$ cat src/pkg/isr_pkg.sv
// Shared constants and types for the instrument status-reporting block
`default_nettype none

package isr_pkg;

    // ****************************************************************
    // Standard event flag bit positions
    // ****************************************************************
    localparam int SEF_OPERATION_COMPLETE = 0;
    localparam int SEF_CONTROL_REQUEST    = 1;
    localparam int SEF_QUERY_FAULT        = 2;
    localparam int SEF_DEVICE_FAULT       = 3;
    localparam int SEF_RUN_FAILURE        = 4;
    localparam int SEF_PARSE_ERROR        = 5;
    localparam int SEF_USER_REQUEST       = 6;
    localparam int SEF_POWER_UP           = 7;

    // ****************************************************************
    // Status summary byte bit positions
    // ****************************************************************
    localparam int SSB_COMPLETION_SUMMARY = 2;
    localparam int SSB_ERROR_SUMMARY      = 3;
    localparam int SSB_MESSAGE_READY      = 4;
    localparam int SSB_EVENT_SUMMARY      = 5;
    localparam int SSB_MASTER_SUMMARY     = 6;

    // ****************************************************************
    // Widths, masks and reset values
    // ****************************************************************
    localparam int         REG_WIDTH        = 8;
    localparam logic [7:0] SEF_USED_MASK    = 8'hbd;
    localparam logic [7:0] SEF_SERIAL_MASK  = 8'hb9;
    localparam logic [7:0] SEF_RESET_VALUE  = 8'h80;
    localparam logic [7:0] SEM_RESET_VALUE  = 8'h00;
    localparam logic [7:0] SRM_USED_MASK    = 8'h3c;
    localparam logic [7:0] SRM_RESET_VALUE  = 8'h00;
    localparam logic [7:0] SSB_USED_MASK    = 8'h7c;
    localparam logic [7:0] ZERO_BYTE        = 8'h00;
    localparam logic [7:0] ASCII_ZERO       = 8'h30;
    localparam logic [7:0] DEC_HUNDRED      = 8'h64;
    localparam logic [7:0] DEC_TEN          = 8'h0a;

    // ****************************************************************
    // Common commands and queries handed over by the message parser
    // ****************************************************************
    typedef enum logic [3:0] {
        ISR_CMD_NONE      = 4'h0,
        ISR_CMD_CLEAR     = 4'h1,
        ISR_CMD_EVT_QUERY = 4'h2,
        ISR_CMD_EVM_WRITE = 4'h3,
        ISR_CMD_EVM_QUERY = 4'h4,
        ISR_CMD_SRM_WRITE = 4'h5,
        ISR_CMD_SRM_QUERY = 4'h6,
        ISR_CMD_STB_QUERY = 4'h7,
        ISR_CMD_OP_DONE   = 4'h8,
        ISR_CMD_SER_POLL  = 4'h9
    } isr_cmd_t;

    typedef enum logic [0:0] {
        ISR_OPC_IDLE = 1'b0,
        ISR_OPC_WAIT = 1'b1
    } isr_opc_t;

endpackage

`default_nettype wire

$ cat src/hw/isr_flag_latch.sv
// Sticky event flag register with set-over-clear priority
`timescale 1ns/1ps
`default_nettype none

module isr_flag_latch #(
    parameter int                WIDTH      = 8,
    parameter logic [WIDTH-1:0]  RESET_VAL  = '0,
    parameter logic [WIDTH-1:0]  USED_MASK  = '1
) (
    input  wire logic             clock,
    input  wire logic             reset,
    input  wire logic [WIDTH-1:0] set_vec,
    input  wire logic             clear_all,
    output var  logic [WIDTH-1:0] flags_reg
);
    import isr_pkg::*;

    typedef struct packed {
        logic [WIDTH-1:0] flags;
    } isr_latch_state_t;

    isr_latch_state_t state_reg;
    isr_latch_state_t state_next;

    initial begin
        if (WIDTH < 1 || WIDTH > 32) begin
            $error("isr_flag_latch: WIDTH out of range");
        end
    end

    // ****************************************************************
    // Next state
    // ****************************************************************
    // An event in the clearing cycle survives so no event is lost.
    always_comb begin
        state_next = state_reg;
        if (clear_all) begin
            state_next.flags = '0;
        end
        state_next.flags = (state_next.flags | set_vec) & USED_MASK;
    end

    always_ff @(posedge clock) begin
        if (reset) begin
            state_reg.flags <= RESET_VAL & USED_MASK;
        end else begin
            state_reg <= state_next;
        end
    end

    assign flags_reg = state_reg.flags;

endmodule

`default_nettype wire

$ cat src/hw/isr_dec_text.sv
// Converts a byte into three ASCII decimal digits and a digit count
`timescale 1ns/1ps
`default_nettype none

module isr_dec_text (
    input  wire logic [7:0]  value,
    output var  logic [23:0] text,
    output var  logic [1:0]  digits
);
    import isr_pkg::*;

    function automatic logic [7:0] to_ascii(input logic [7:0] d);
        return d + ASCII_ZERO;
    endfunction

    logic [7:0] hundreds;
    logic [7:0] tens;
    logic [7:0] units;

    // ****************************************************************
    // Weighted sum as plain decimal text, most significant digit first
    // ****************************************************************
    always_comb begin
        hundreds = value / DEC_HUNDRED;
        tens     = (value % DEC_HUNDRED) / DEC_TEN;
        units    = value % DEC_TEN;
        text     = {to_ascii(hundreds), to_ascii(tens), to_ascii(units)};
        if (value >= DEC_HUNDRED) begin
            digits = 2'h3;
        end else if (value >= DEC_TEN) begin
            digits = 2'h2;
        end else begin
            digits = 2'h1;
        end
    end

endmodule

`default_nettype wire

$ cat src/hw/isr_status_top.sv
// Instrument status reporting: event flags, masks, summary byte, service
// request
`timescale 1ns/1ps
`default_nettype none

module isr_status_top (
    input  wire logic             clock,
    input  wire logic             reset,
    input  wire logic             serial_link,
    input  wire logic             cmd_valid,
    input  wire isr_pkg::isr_cmd_t cmd_code,
    input  wire logic [7:0]       cmd_param,
    input  wire logic             parse_error_evt,
    input  wire logic             run_failure_evt,
    input  wire logic             device_fault_evt,
    input  wire logic             query_fault_evt,
    input  wire logic             ops_pending,
    input  wire logic             error_summary_in,
    input  wire logic             completion_summary_in,
    input  wire logic             output_message_ready,
    output var  logic             resp_valid,
    output var  logic [7:0]       resp_value,
    output var  logic [23:0]      resp_text,
    output var  logic [1:0]       resp_digits,
    output var  logic [7:0]       status_summary_byte,
    output var  logic [7:0]       standard_event_flags,
    output var  logic             service_request,
    output var  logic             clear_pulse
);
    import isr_pkg::*;

    // ****************************************************************
    // State
    // ****************************************************************
    typedef struct packed {
        logic [7:0]  sem;
        logic [7:0]  srm;
        logic        service_request_flag;
        logic        master_summary;
        isr_opc_t    operation_complete_flag;
        logic        resp_valid;
        logic [7:0]  resp_value;
        logic [23:0] resp_text;
        logic [1:0]  resp_digits;
        logic [7:0]  ssb;
        logic [7:0]  sef_view;
        logic        cls;
    } isr_state_t;

    isr_state_t state_reg;
    isr_state_t state_next;

    logic [7:0]  flags_reg;
    logic [7:0]  flags_next;
    logic [7:0]  flag_set;
    logic        flag_clear;
    logic [7:0]  visible_flags;
    logic [7:0]  dec_value;
    logic [23:0] dec_text;
    logic [1:0]  dec_digits;
    logic        take;
    logic        opc_fire;

    // Bits that the serial link cannot report are forced low on read.
    function automatic logic [7:0] link_view(input logic [7:0] f,
                                             input logic       serial);
        return serial ? (f & SEF_SERIAL_MASK) : f;
    endfunction

    function automatic logic [7:0] one_hot(input int pos);
        return 8'h01 << pos;
    endfunction

    assign take = cmd_valid;

    // ****************************************************************
    // Operation-complete sequencing
    // ****************************************************************
    // Completion is only reported after the command was received, never
    // on its own, so a pending wait is dropped by the clear command.
    always_comb begin
        opc_fire = 1'b0;
        case (state_reg.operation_complete_flag)
            ISR_OPC_IDLE: begin
                opc_fire = take && cmd_code == ISR_CMD_OP_DONE &&
                           !ops_pending;
            end
            ISR_OPC_WAIT: begin
                opc_fire = !ops_pending;
            end
            default: begin
                opc_fire = 1'b0;
            end
        endcase
    end

    // ****************************************************************
    // Event flag inputs
    // ****************************************************************
    always_comb begin
        flag_set = ZERO_BYTE;
        flag_set[SEF_PARSE_ERROR]  = parse_error_evt;
        flag_set[SEF_RUN_FAILURE]  = run_failure_evt;
        flag_set[SEF_DEVICE_FAULT] = device_fault_evt;
        flag_set[SEF_QUERY_FAULT]  = query_fault_evt;
        flag_set[SEF_OPERATION_COMPLETE] = opc_fire;
        flag_clear = take && (cmd_code == ISR_CMD_EVT_QUERY ||
                              cmd_code == ISR_CMD_CLEAR);
    end

    isr_flag_latch #(
        .WIDTH     (REG_WIDTH),
        .RESET_VAL (SEF_RESET_VALUE),
        .USED_MASK (SEF_USED_MASK)
    ) u_flags (
        .clock     (clock),
        .reset     (reset),
        .set_vec   (flag_set),
        .clear_all (flag_clear),
        .flags_reg (flags_reg)
    );

    // Mirror of the latch's next value so summaries carry no lag.
    always_comb begin
        flags_next = (flag_clear ? ZERO_BYTE : flags_reg);
        flags_next = (flags_next | flag_set) & SEF_USED_MASK;
    end

    assign visible_flags = link_view(flags_reg, serial_link);

    isr_dec_text u_text (
        .value  (dec_value),
        .text   (dec_text),
        .digits (dec_digits)
    );

    // ****************************************************************
    // Next state
    // ****************************************************************
    always_comb begin
        state_next            = state_reg;
        state_next.resp_valid = 1'b0;
        state_next.cls        = 1'b0;
        dec_value             = ZERO_BYTE;

        if (state_reg.operation_complete_flag == ISR_OPC_WAIT && !ops_pending) begin
            state_next.operation_complete_flag = ISR_OPC_IDLE;
        end

        if (take) begin
            case (cmd_code)
                ISR_CMD_CLEAR: begin
                    state_next.cls = 1'b1;
                    state_next.operation_complete_flag = ISR_OPC_IDLE;
                end
                ISR_CMD_EVT_QUERY: begin
                    state_next.resp_valid = 1'b1;
                    dec_value = visible_flags;
                end
                ISR_CMD_EVM_WRITE: begin
                    state_next.sem = cmd_param;
                end
                ISR_CMD_EVM_QUERY: begin
                    state_next.resp_valid = 1'b1;
                    dec_value = state_reg.sem;
                end
                ISR_CMD_SRM_WRITE: begin
                    state_next.srm = cmd_param & SRM_USED_MASK;
                end
                ISR_CMD_SRM_QUERY: begin
                    state_next.resp_valid = 1'b1;
                    dec_value = state_reg.srm;
                end
                ISR_CMD_STB_QUERY: begin
                    state_next.resp_valid = 1'b1;
                    dec_value = state_reg.ssb;
                end
                ISR_CMD_SER_POLL: begin
                    state_next.resp_valid = 1'b1;
                    dec_value = state_reg.ssb;
                    dec_value[SSB_MASTER_SUMMARY] = state_reg.service_request_flag;
                end
                ISR_CMD_OP_DONE: begin
                    if (ops_pending) begin
                        state_next.operation_complete_flag = ISR_OPC_WAIT;
                    end
                end
                default: begin
                    state_next.operation_complete_flag = state_next.operation_complete_flag;
                end
            endcase
        end

        if (state_next.resp_valid) begin
            state_next.resp_value  = dec_value;
            state_next.resp_text   = dec_text;
            state_next.resp_digits = dec_digits;
        end

        // Summary byte is rebuilt every cycle from live conditions.
        state_next.ssb = ZERO_BYTE;
        state_next.ssb[SSB_EVENT_SUMMARY] =
            |(flags_next & state_next.sem);
        state_next.ssb[SSB_MESSAGE_READY] =
            output_message_ready && !serial_link;
        state_next.ssb[SSB_ERROR_SUMMARY] = error_summary_in;
        state_next.ssb[SSB_COMPLETION_SUMMARY] =
            completion_summary_in;
        state_next.master_summary = |(state_next.ssb & state_next.srm);
        state_next.ssb[SSB_MASTER_SUMMARY] =
            |(state_next.ssb & SSB_USED_MASK & state_next.srm);
        state_next.ssb = state_next.ssb & SSB_USED_MASK;

        // A fresh rise of the master summary raises a request unless the serial
        // link is up; the poll or the clear command withdraws it, but a new rise wins.
        if (take && (cmd_code == ISR_CMD_SER_POLL ||
                     cmd_code == ISR_CMD_CLEAR)) begin
            state_next.service_request_flag = 1'b0;
        end
        if (state_next.master_summary && !state_reg.master_summary) begin
            state_next.service_request_flag = 1'b1;
        end
        if (serial_link) begin
            state_next.service_request_flag = 1'b0;
        end

        state_next.sef_view = link_view(flags_next, serial_link);
    end

    // ****************************************************************
    // Registers
    // ****************************************************************
    always_ff @(posedge clock) begin
        if (reset) begin
            state_reg.sem         <= SEM_RESET_VALUE;
            state_reg.srm         <= SRM_RESET_VALUE;
            state_reg.service_request_flag         <= 1'b0;
            state_reg.master_summary         <= 1'b0;
            state_reg.operation_complete_flag         <= ISR_OPC_IDLE;
            state_reg.resp_valid  <= 1'b0;
            state_reg.resp_value  <= ZERO_BYTE;
            state_reg.resp_text   <= 24'h000000;
            state_reg.resp_digits <= 2'h0;
            state_reg.ssb         <= ZERO_BYTE;
            state_reg.sef_view    <= SEF_RESET_VALUE;
            state_reg.cls         <= 1'b0;
        end else begin
            state_reg <= state_next;
        end
    end

    // ****************************************************************
    // Outputs
    // ****************************************************************
    assign resp_valid           = state_reg.resp_valid;
    assign resp_value           = state_reg.resp_value;
    assign resp_text            = state_reg.resp_text;
    assign resp_digits          = state_reg.resp_digits;
    assign status_summary_byte  = state_reg.ssb;
    assign standard_event_flags = state_reg.sef_view;
    assign service_request      = state_reg.service_request_flag;
    assign clear_pulse          = state_reg.cls;

endmodule

`default_nettype wire

$ cat config.mk
export PLATFORM = sky130hd
export DESIGN_NAME = isr_status_top
export DESIGN_NICKNAME = d
export VERILOG_FILES = /design/src/pkg/isr_pkg.sv /design/src/hw/isr_flag_latch.sv /design/src/hw/isr_dec_text.sv /design/src/hw/isr_status_top.sv
export SDC_FILE = /design/constraint.sdc
export NUM_CORES = 1
export LEC_CHECK = 0
export BUFFER_PORTS_ARGS = -buffer_cell sky130_fd_sc_hd__buf_4
export CAP_MARGIN = 20
export CORE_ASPECT_RATIO = 1.75
export CORE_UTILIZATION = 55
export CTS_CLUSTER_DIAMETER = 120
export CTS_CLUSTER_SIZE = 12
export DETAILED_ROUTE_END_ITERATION = 6
export PLACE_DENSITY = 0.81
export SETUP_SLACK_MARGIN = 0.15
export SYNTH_ARGS = -nofsm -noshare
export SYNTH_HDL_FRONTEND = slang
export SYNTH_SLANG_ARGS = --single-unit
$ cat constraint.sdc
create_clock -name clock -period 4.68 [get_ports clock]
set_input_delay 0.468 -clock clock [delete_from_list [all_inputs] [get_ports clock]]
set_output_delay 0.468 -clock clock [all_outputs]
set_load 0.01 [all_outputs]
; ---- Yosys cells after proc, flatten, opt, wreduce, memory -nomap -nowiden
; Index checks and enable logic that the tools add are counted.
[word_totals]
register_bits = 79
in_bits = 24
output_inout_bits = 53
elab_cells = 75
[op_classes]
add_sub_neg = 3
n_div = 4
magnitude_cmp = 2
n_eq_ne = 9
muxes = 18
n_bitwise = 5
n_reduce_logical = 18
[ops]
columns = cell, count
row1 = $pmux W8 S5, 1
row2 = $mux W8, 4
row3 = $add A8 B6 Y8 const B, 3
row4 = $eq A4 B3 Y1 const B, 4
row5 = $mux W16, 1
row6 = $reduce_or A8 Y1, 2
row7 = $and A6 B8 Y8, 1
row8 = $and A8 B8 Y8, 1
row9 = $div A8 B4 Y8 const B, 1
row10 = $div A8 B7 Y8 const B, 1
row11 = $eq A4 B2 Y1 const B, 2
row12 = $eq A4 B4 Y1 const B, 2
row13 = $ge A8 B4 Y1 const B, 1
row14 = $ge A8 B7 Y1 const B, 1
row15 = $mod A8 B4 Y8 const B, 1
row16 = $mod A8 B7 Y8 const B, 1
row17 = $or A8 B6 Y8, 1
row18 = $logic_and A1 B1 Y1, 7
row19 = $mux W7, 1
row20 = $mux W1, 6
row21 = $mux W2, 3
row22 = $reduce_or A5 Y1, 1
row23 = $eq A4 B1 Y1 const B, 1
row24 = $pmux W1 S2, 2
row25 = other kinds (5), 10

; ---- Depth between registers and ports, before layout
[logic_depth]
word_depth = 11
ltp_mapped = 16
depth_no_buf = 14

; ---- Modules after synthesis
; From an unflattened synthesis, not the netlist that was laid out.
[unflattened]
hier_cells = 574
hier_area_um2 = 4395.5
[modules_own_cells]
columns = module, n_inst, cells_each, area_per_inst_um2, seq_area_each_um2
row1 = isr_status_top, 1, 360, 2934.1, 1221.2
row2 = isr_dec_text, 1, 187, 1234.9, 0.0
row3 = isr_flag_latch, 1, 27, 226.5, 120.1

; ---- Worst setup path before layout
; OpenSTA, ideal clock, no wires.
[synth_path]
path_kind = input to register
startpoint = input port cmd_code[1]
endpoint = register, netlist name resp_text[5]
setup_time_ns = 0.133
arrival_ns = 3.336
required_time_ns = 4.547
path_slack_ns = 1.211
path_stages = 14
path_buffers = 1
path_cell_list = buf_2 or3b_4 a2bb2oi_2 a221oi_4 a211oi_1 a211o_1 or3_1 a21oi_1 nor2_1 ha_1 nor3_1 o21ai_0 ha_1 a211oi_1
[synth_between]
elab_chain_len = 5
elab_cells_between_ends = 12
classes_between = 1 x add/sub / 1 x div / 5 x eq/ne / 4 x mux / 1 x reduce/logical
[synth_lines]
columns = item, line
row1 = from (decl), isr_status_top.sv:11  ; input wire isr_pkg::isr_cmd_t cmd_code,
row2 = $eq A4 B4 Y1 (tied with other cells), isr_status_top.sv:151  ; case (cmd_code)
row3 = $pmux W8 S5, isr_status_top.sv:151
row4 = $mux W8, isr_status_top.sv:150  ; if (take) begin
row5 = $mod A8 B4 Y8, isr_dec_text.sv:26  ; units = value % DEC_TEN;
row6 = $add A8 B6 Y8, isr_dec_text.sv:13  ; return d + ASCII_ZERO;
; Parallel ways exist; a longest one is shown, timed or not.
; A chain may end at the register's enable or synchronous reset.

; ---- Worst setup path in the final report
[layout_path]
startpoint = input port cmd_code[1]
endpoint = register, netlist name resp_text[5]
[layout_between]
elab_chain_len = 5
elab_cells_between_ends = 12
classes_between = 1 x add/sub / 1 x div / 5 x eq/ne / 4 x mux / 1 x reduce/logical
[layout_lines]
columns = item, line
row1 = $eq A4 B4 Y1 (tied with other cells), isr_status_top.sv:151
row2 = $pmux W8 S5, isr_status_top.sv:151
row3 = $mux W8, isr_status_top.sv:150
row4 = $mod A8 B4 Y8, isr_dec_text.sv:26
row5 = $add A8 B6 Y8, isr_dec_text.sv:13
; Parallel ways exist; a longest one is shown, timed or not.

==> out/results.ini <==
[die]
rows=37
dieArea_sq_um=6530
initial_core_util_pct=57.6
die_h_microns=106
core_area_sq_um=5930
num_io_pins=77
die_x_microns=61.5

[setup_path]
critPathBufInv=2
critical_path_class=input port to register
worstPathMaxFanout=18
cp.required_ps=4940
arrival_ps=3740
cpPeakStageDelay_ps=440
crit_chain=buf_4 -> or3b_4 -> o211ai_1 -> nand2_1 -> buf_4 -> a21oi_2 -> nor2_1 -> a211oi_1 -> a31oi_1 -> nor2_1 -> ha_1 -> nor3_1 -> o21ai_0 -> ha_1 -> a211oi_1
cp_top_family=simple AND/OR/NAND/NOR gates
endpoint_kind=register
startpoint_type=input port
slowest_stage=or3b_4

[layout]
fill_cells=561
register_area_sq_um=1080
final_util_pct=62.8
fin_nets=470
area_growth_pct=9.02
final_cell_area_sq_um=3720
multi_input_area_sq_um=1850
num_antenna_cells=0
final_common_cell=buf_4
drive_gt1_share_pct=22.7
largest_register_ffs=16
final_cell_mix=buf_4, nor2_1, dfxtp_1, nand2_1, a21oi_1

[synth]
ys_seq_area_share_pct=31.7
synthArstFlopShare_pct=0
synthesis.area_sq_um=3410
synth-edff-count=0
syn_area_per_cell_sq_um=7.95
ys.flop_type=dfxtp_1
yosysWarnings=0
synth_seq_cells=54
synth.distinct_cells=72
synthCells=429

[cts]
insertion_delay_ps=330
post_cts_buffers=0
cts_tree=done
cts.clk_slew.worst_paths_ps=110
clock-root-buffer=clkbuf_8
htreeDepth=2
postCtsHoldBufs=0
cts_resized=0
numCtsBuffers=5
clk_path_buf_depth=2
clock-sinks=54

[route]
dr_total_vias=3001
ant_nets=0
firstDrtPassIters=4
drc=0
drt-total-wl_microns=8330
detail_route.wl_per_cell_microns=16.0
viasPerCell=5.75
drtIter0Drc=212

[global_route]
grtUsageTotal_pct=27.4
antenna_found_initial=0
grt_start_max_net_pins=48
grt_pass1_vias=2871
grt_pass1_wl_microns=13300
grt-ovfl-total=0

[timing]
min_period_over_period_pct=74.4
fin_setup_tns_ps=0
finalHoldViolations=0
max_freq_mhz=287
tightest_slew_ps=815
setup_ws_ps=1200
relSlewSlack_pct=45.5
rsz0062_at_grt=no
period_needed_ps=3480
setup_viol=0
maxSlewViolCount=0
fin_skew_ps=16.1

[place]
dp_hpwl_microns=6410
gp_congestion=0.918
portBuffers=66
dpl_cell_area_sq_um=3600
pre_cts_ws_ps=865

[status]
status=complete, no violations

[pwr]
leakage_nw=1.57
ir_drop_v=0.000256
powerDensity_nw_per_um2=259
fin_total_pwr_mw=0.964

[min_path]
hp-class=input port to register

[flow_run]
maxCapViolCount=0

## routing by layer
layer / up-vias / GRT usage (%) / part of all wire, %
met2: 105 / 49.4 / 57
met5: - / 0 / 0
li1: 1469 / - / -
met1: 1395 / 28.8 / 35
met4: 0 / 14.8 / 4.0
met3: 32 / 3.65 / 3.5
## logic make-up after synthesis
kind of cell	Yosys count	synth area share, %
flip-flops	54	31.7
buffers and inverters	83	15.1
AND/OR/NAND/NOR	166	23.9
adder cells (fa/ha/maj)	4	1.39
other	2	0.220
multiplexers	17	5.21
XOR/XNOR	5	1.28
AO/OA/AOI/OAI	98	21.2
## power by group
group | total [mW] | switching [mW] | internal, mW
combinational | 0.138 | 0.0791 | 0.0584
clock | 0.342 | 0.166 | 0.176
sequential | 0.484 | 0.0102 | 0.474
total | 0.964 | 0.255 | 0.709
## synthesized netlist by cell type (4+ instances only)
cell type,count,area [sq um]
nand3_1,11,55.1
a31oi_1,6,37.5
mux2i_1,14,140
buf_1,5,18.8
clkbuf_1,10,37.5
o21a_1,4,30.0
and2_1,6,37.5
a21o_1,4,30.0
a22oi_1,4,30.0
nand2b_1,5,31.3
a211oi_1,11,82.6
a21oi_1,22,110
o22ai_1,4,25.0
buf_2,7,35.0
buf_4,50,375
xnor2_1,5,43.8
nand2_1,33,124
dfxtp_1,54,1080
nor3_1,16,80.1
inv_1,9,33.8
nor2_1,65,244
o21ai_0,10,50.1
## per-stage QoR
stage	instances	hold slack [ps]
2_1_floorplan	438	436
3_3_place_gp	514	446
3_5_place_dp	514	458
4_1_cts	522	353
5_1_grt	522	350
6_report	522	355
## worst register-to-register path, cell delays in order, from the launching register on
cell	delay [ps]
dfxtp_1	400
and3b_1	210
o21a_1	330
nand3_1	270
xnor2_1	220
a211oi_2	400
nor2_1	120
a211oi_1	250
a31oi_1	80
nor2_1	210
ha_1	180
nor3_1	50
o21ai_0	160
ha_1	250
a211oi_1	190
## path summary, 6_finish.rpt
check / start / endpoint / slack, ps / cells after the start
min reg2reg: resp_text[17] / resp_text[17] / 460 / 2
max: cmd_code[1] / resp_text[5] / 1200 / 15
max reg2reg: u_flags.flags_reg[7] / resp_text[5] / 1290 / 14
min: serial_link / service_request / 360 / 2
## final cells by class
| type | instances | area share (%) |
|---|---|---|
| clock buffers | 6 | 2.22 |
| clock inverters | 2 | 1.04 |
| inverters | 10 | 1.01 |
| multi-input cells | 301 | 49.7 |
| flip-flops and latches | 54 | 29.1 |
| well taps | 78 | 2.62 |
| repair buffers | 71 | 14.3 |
No activity file was read; power rests on OpenSTA's default activity.
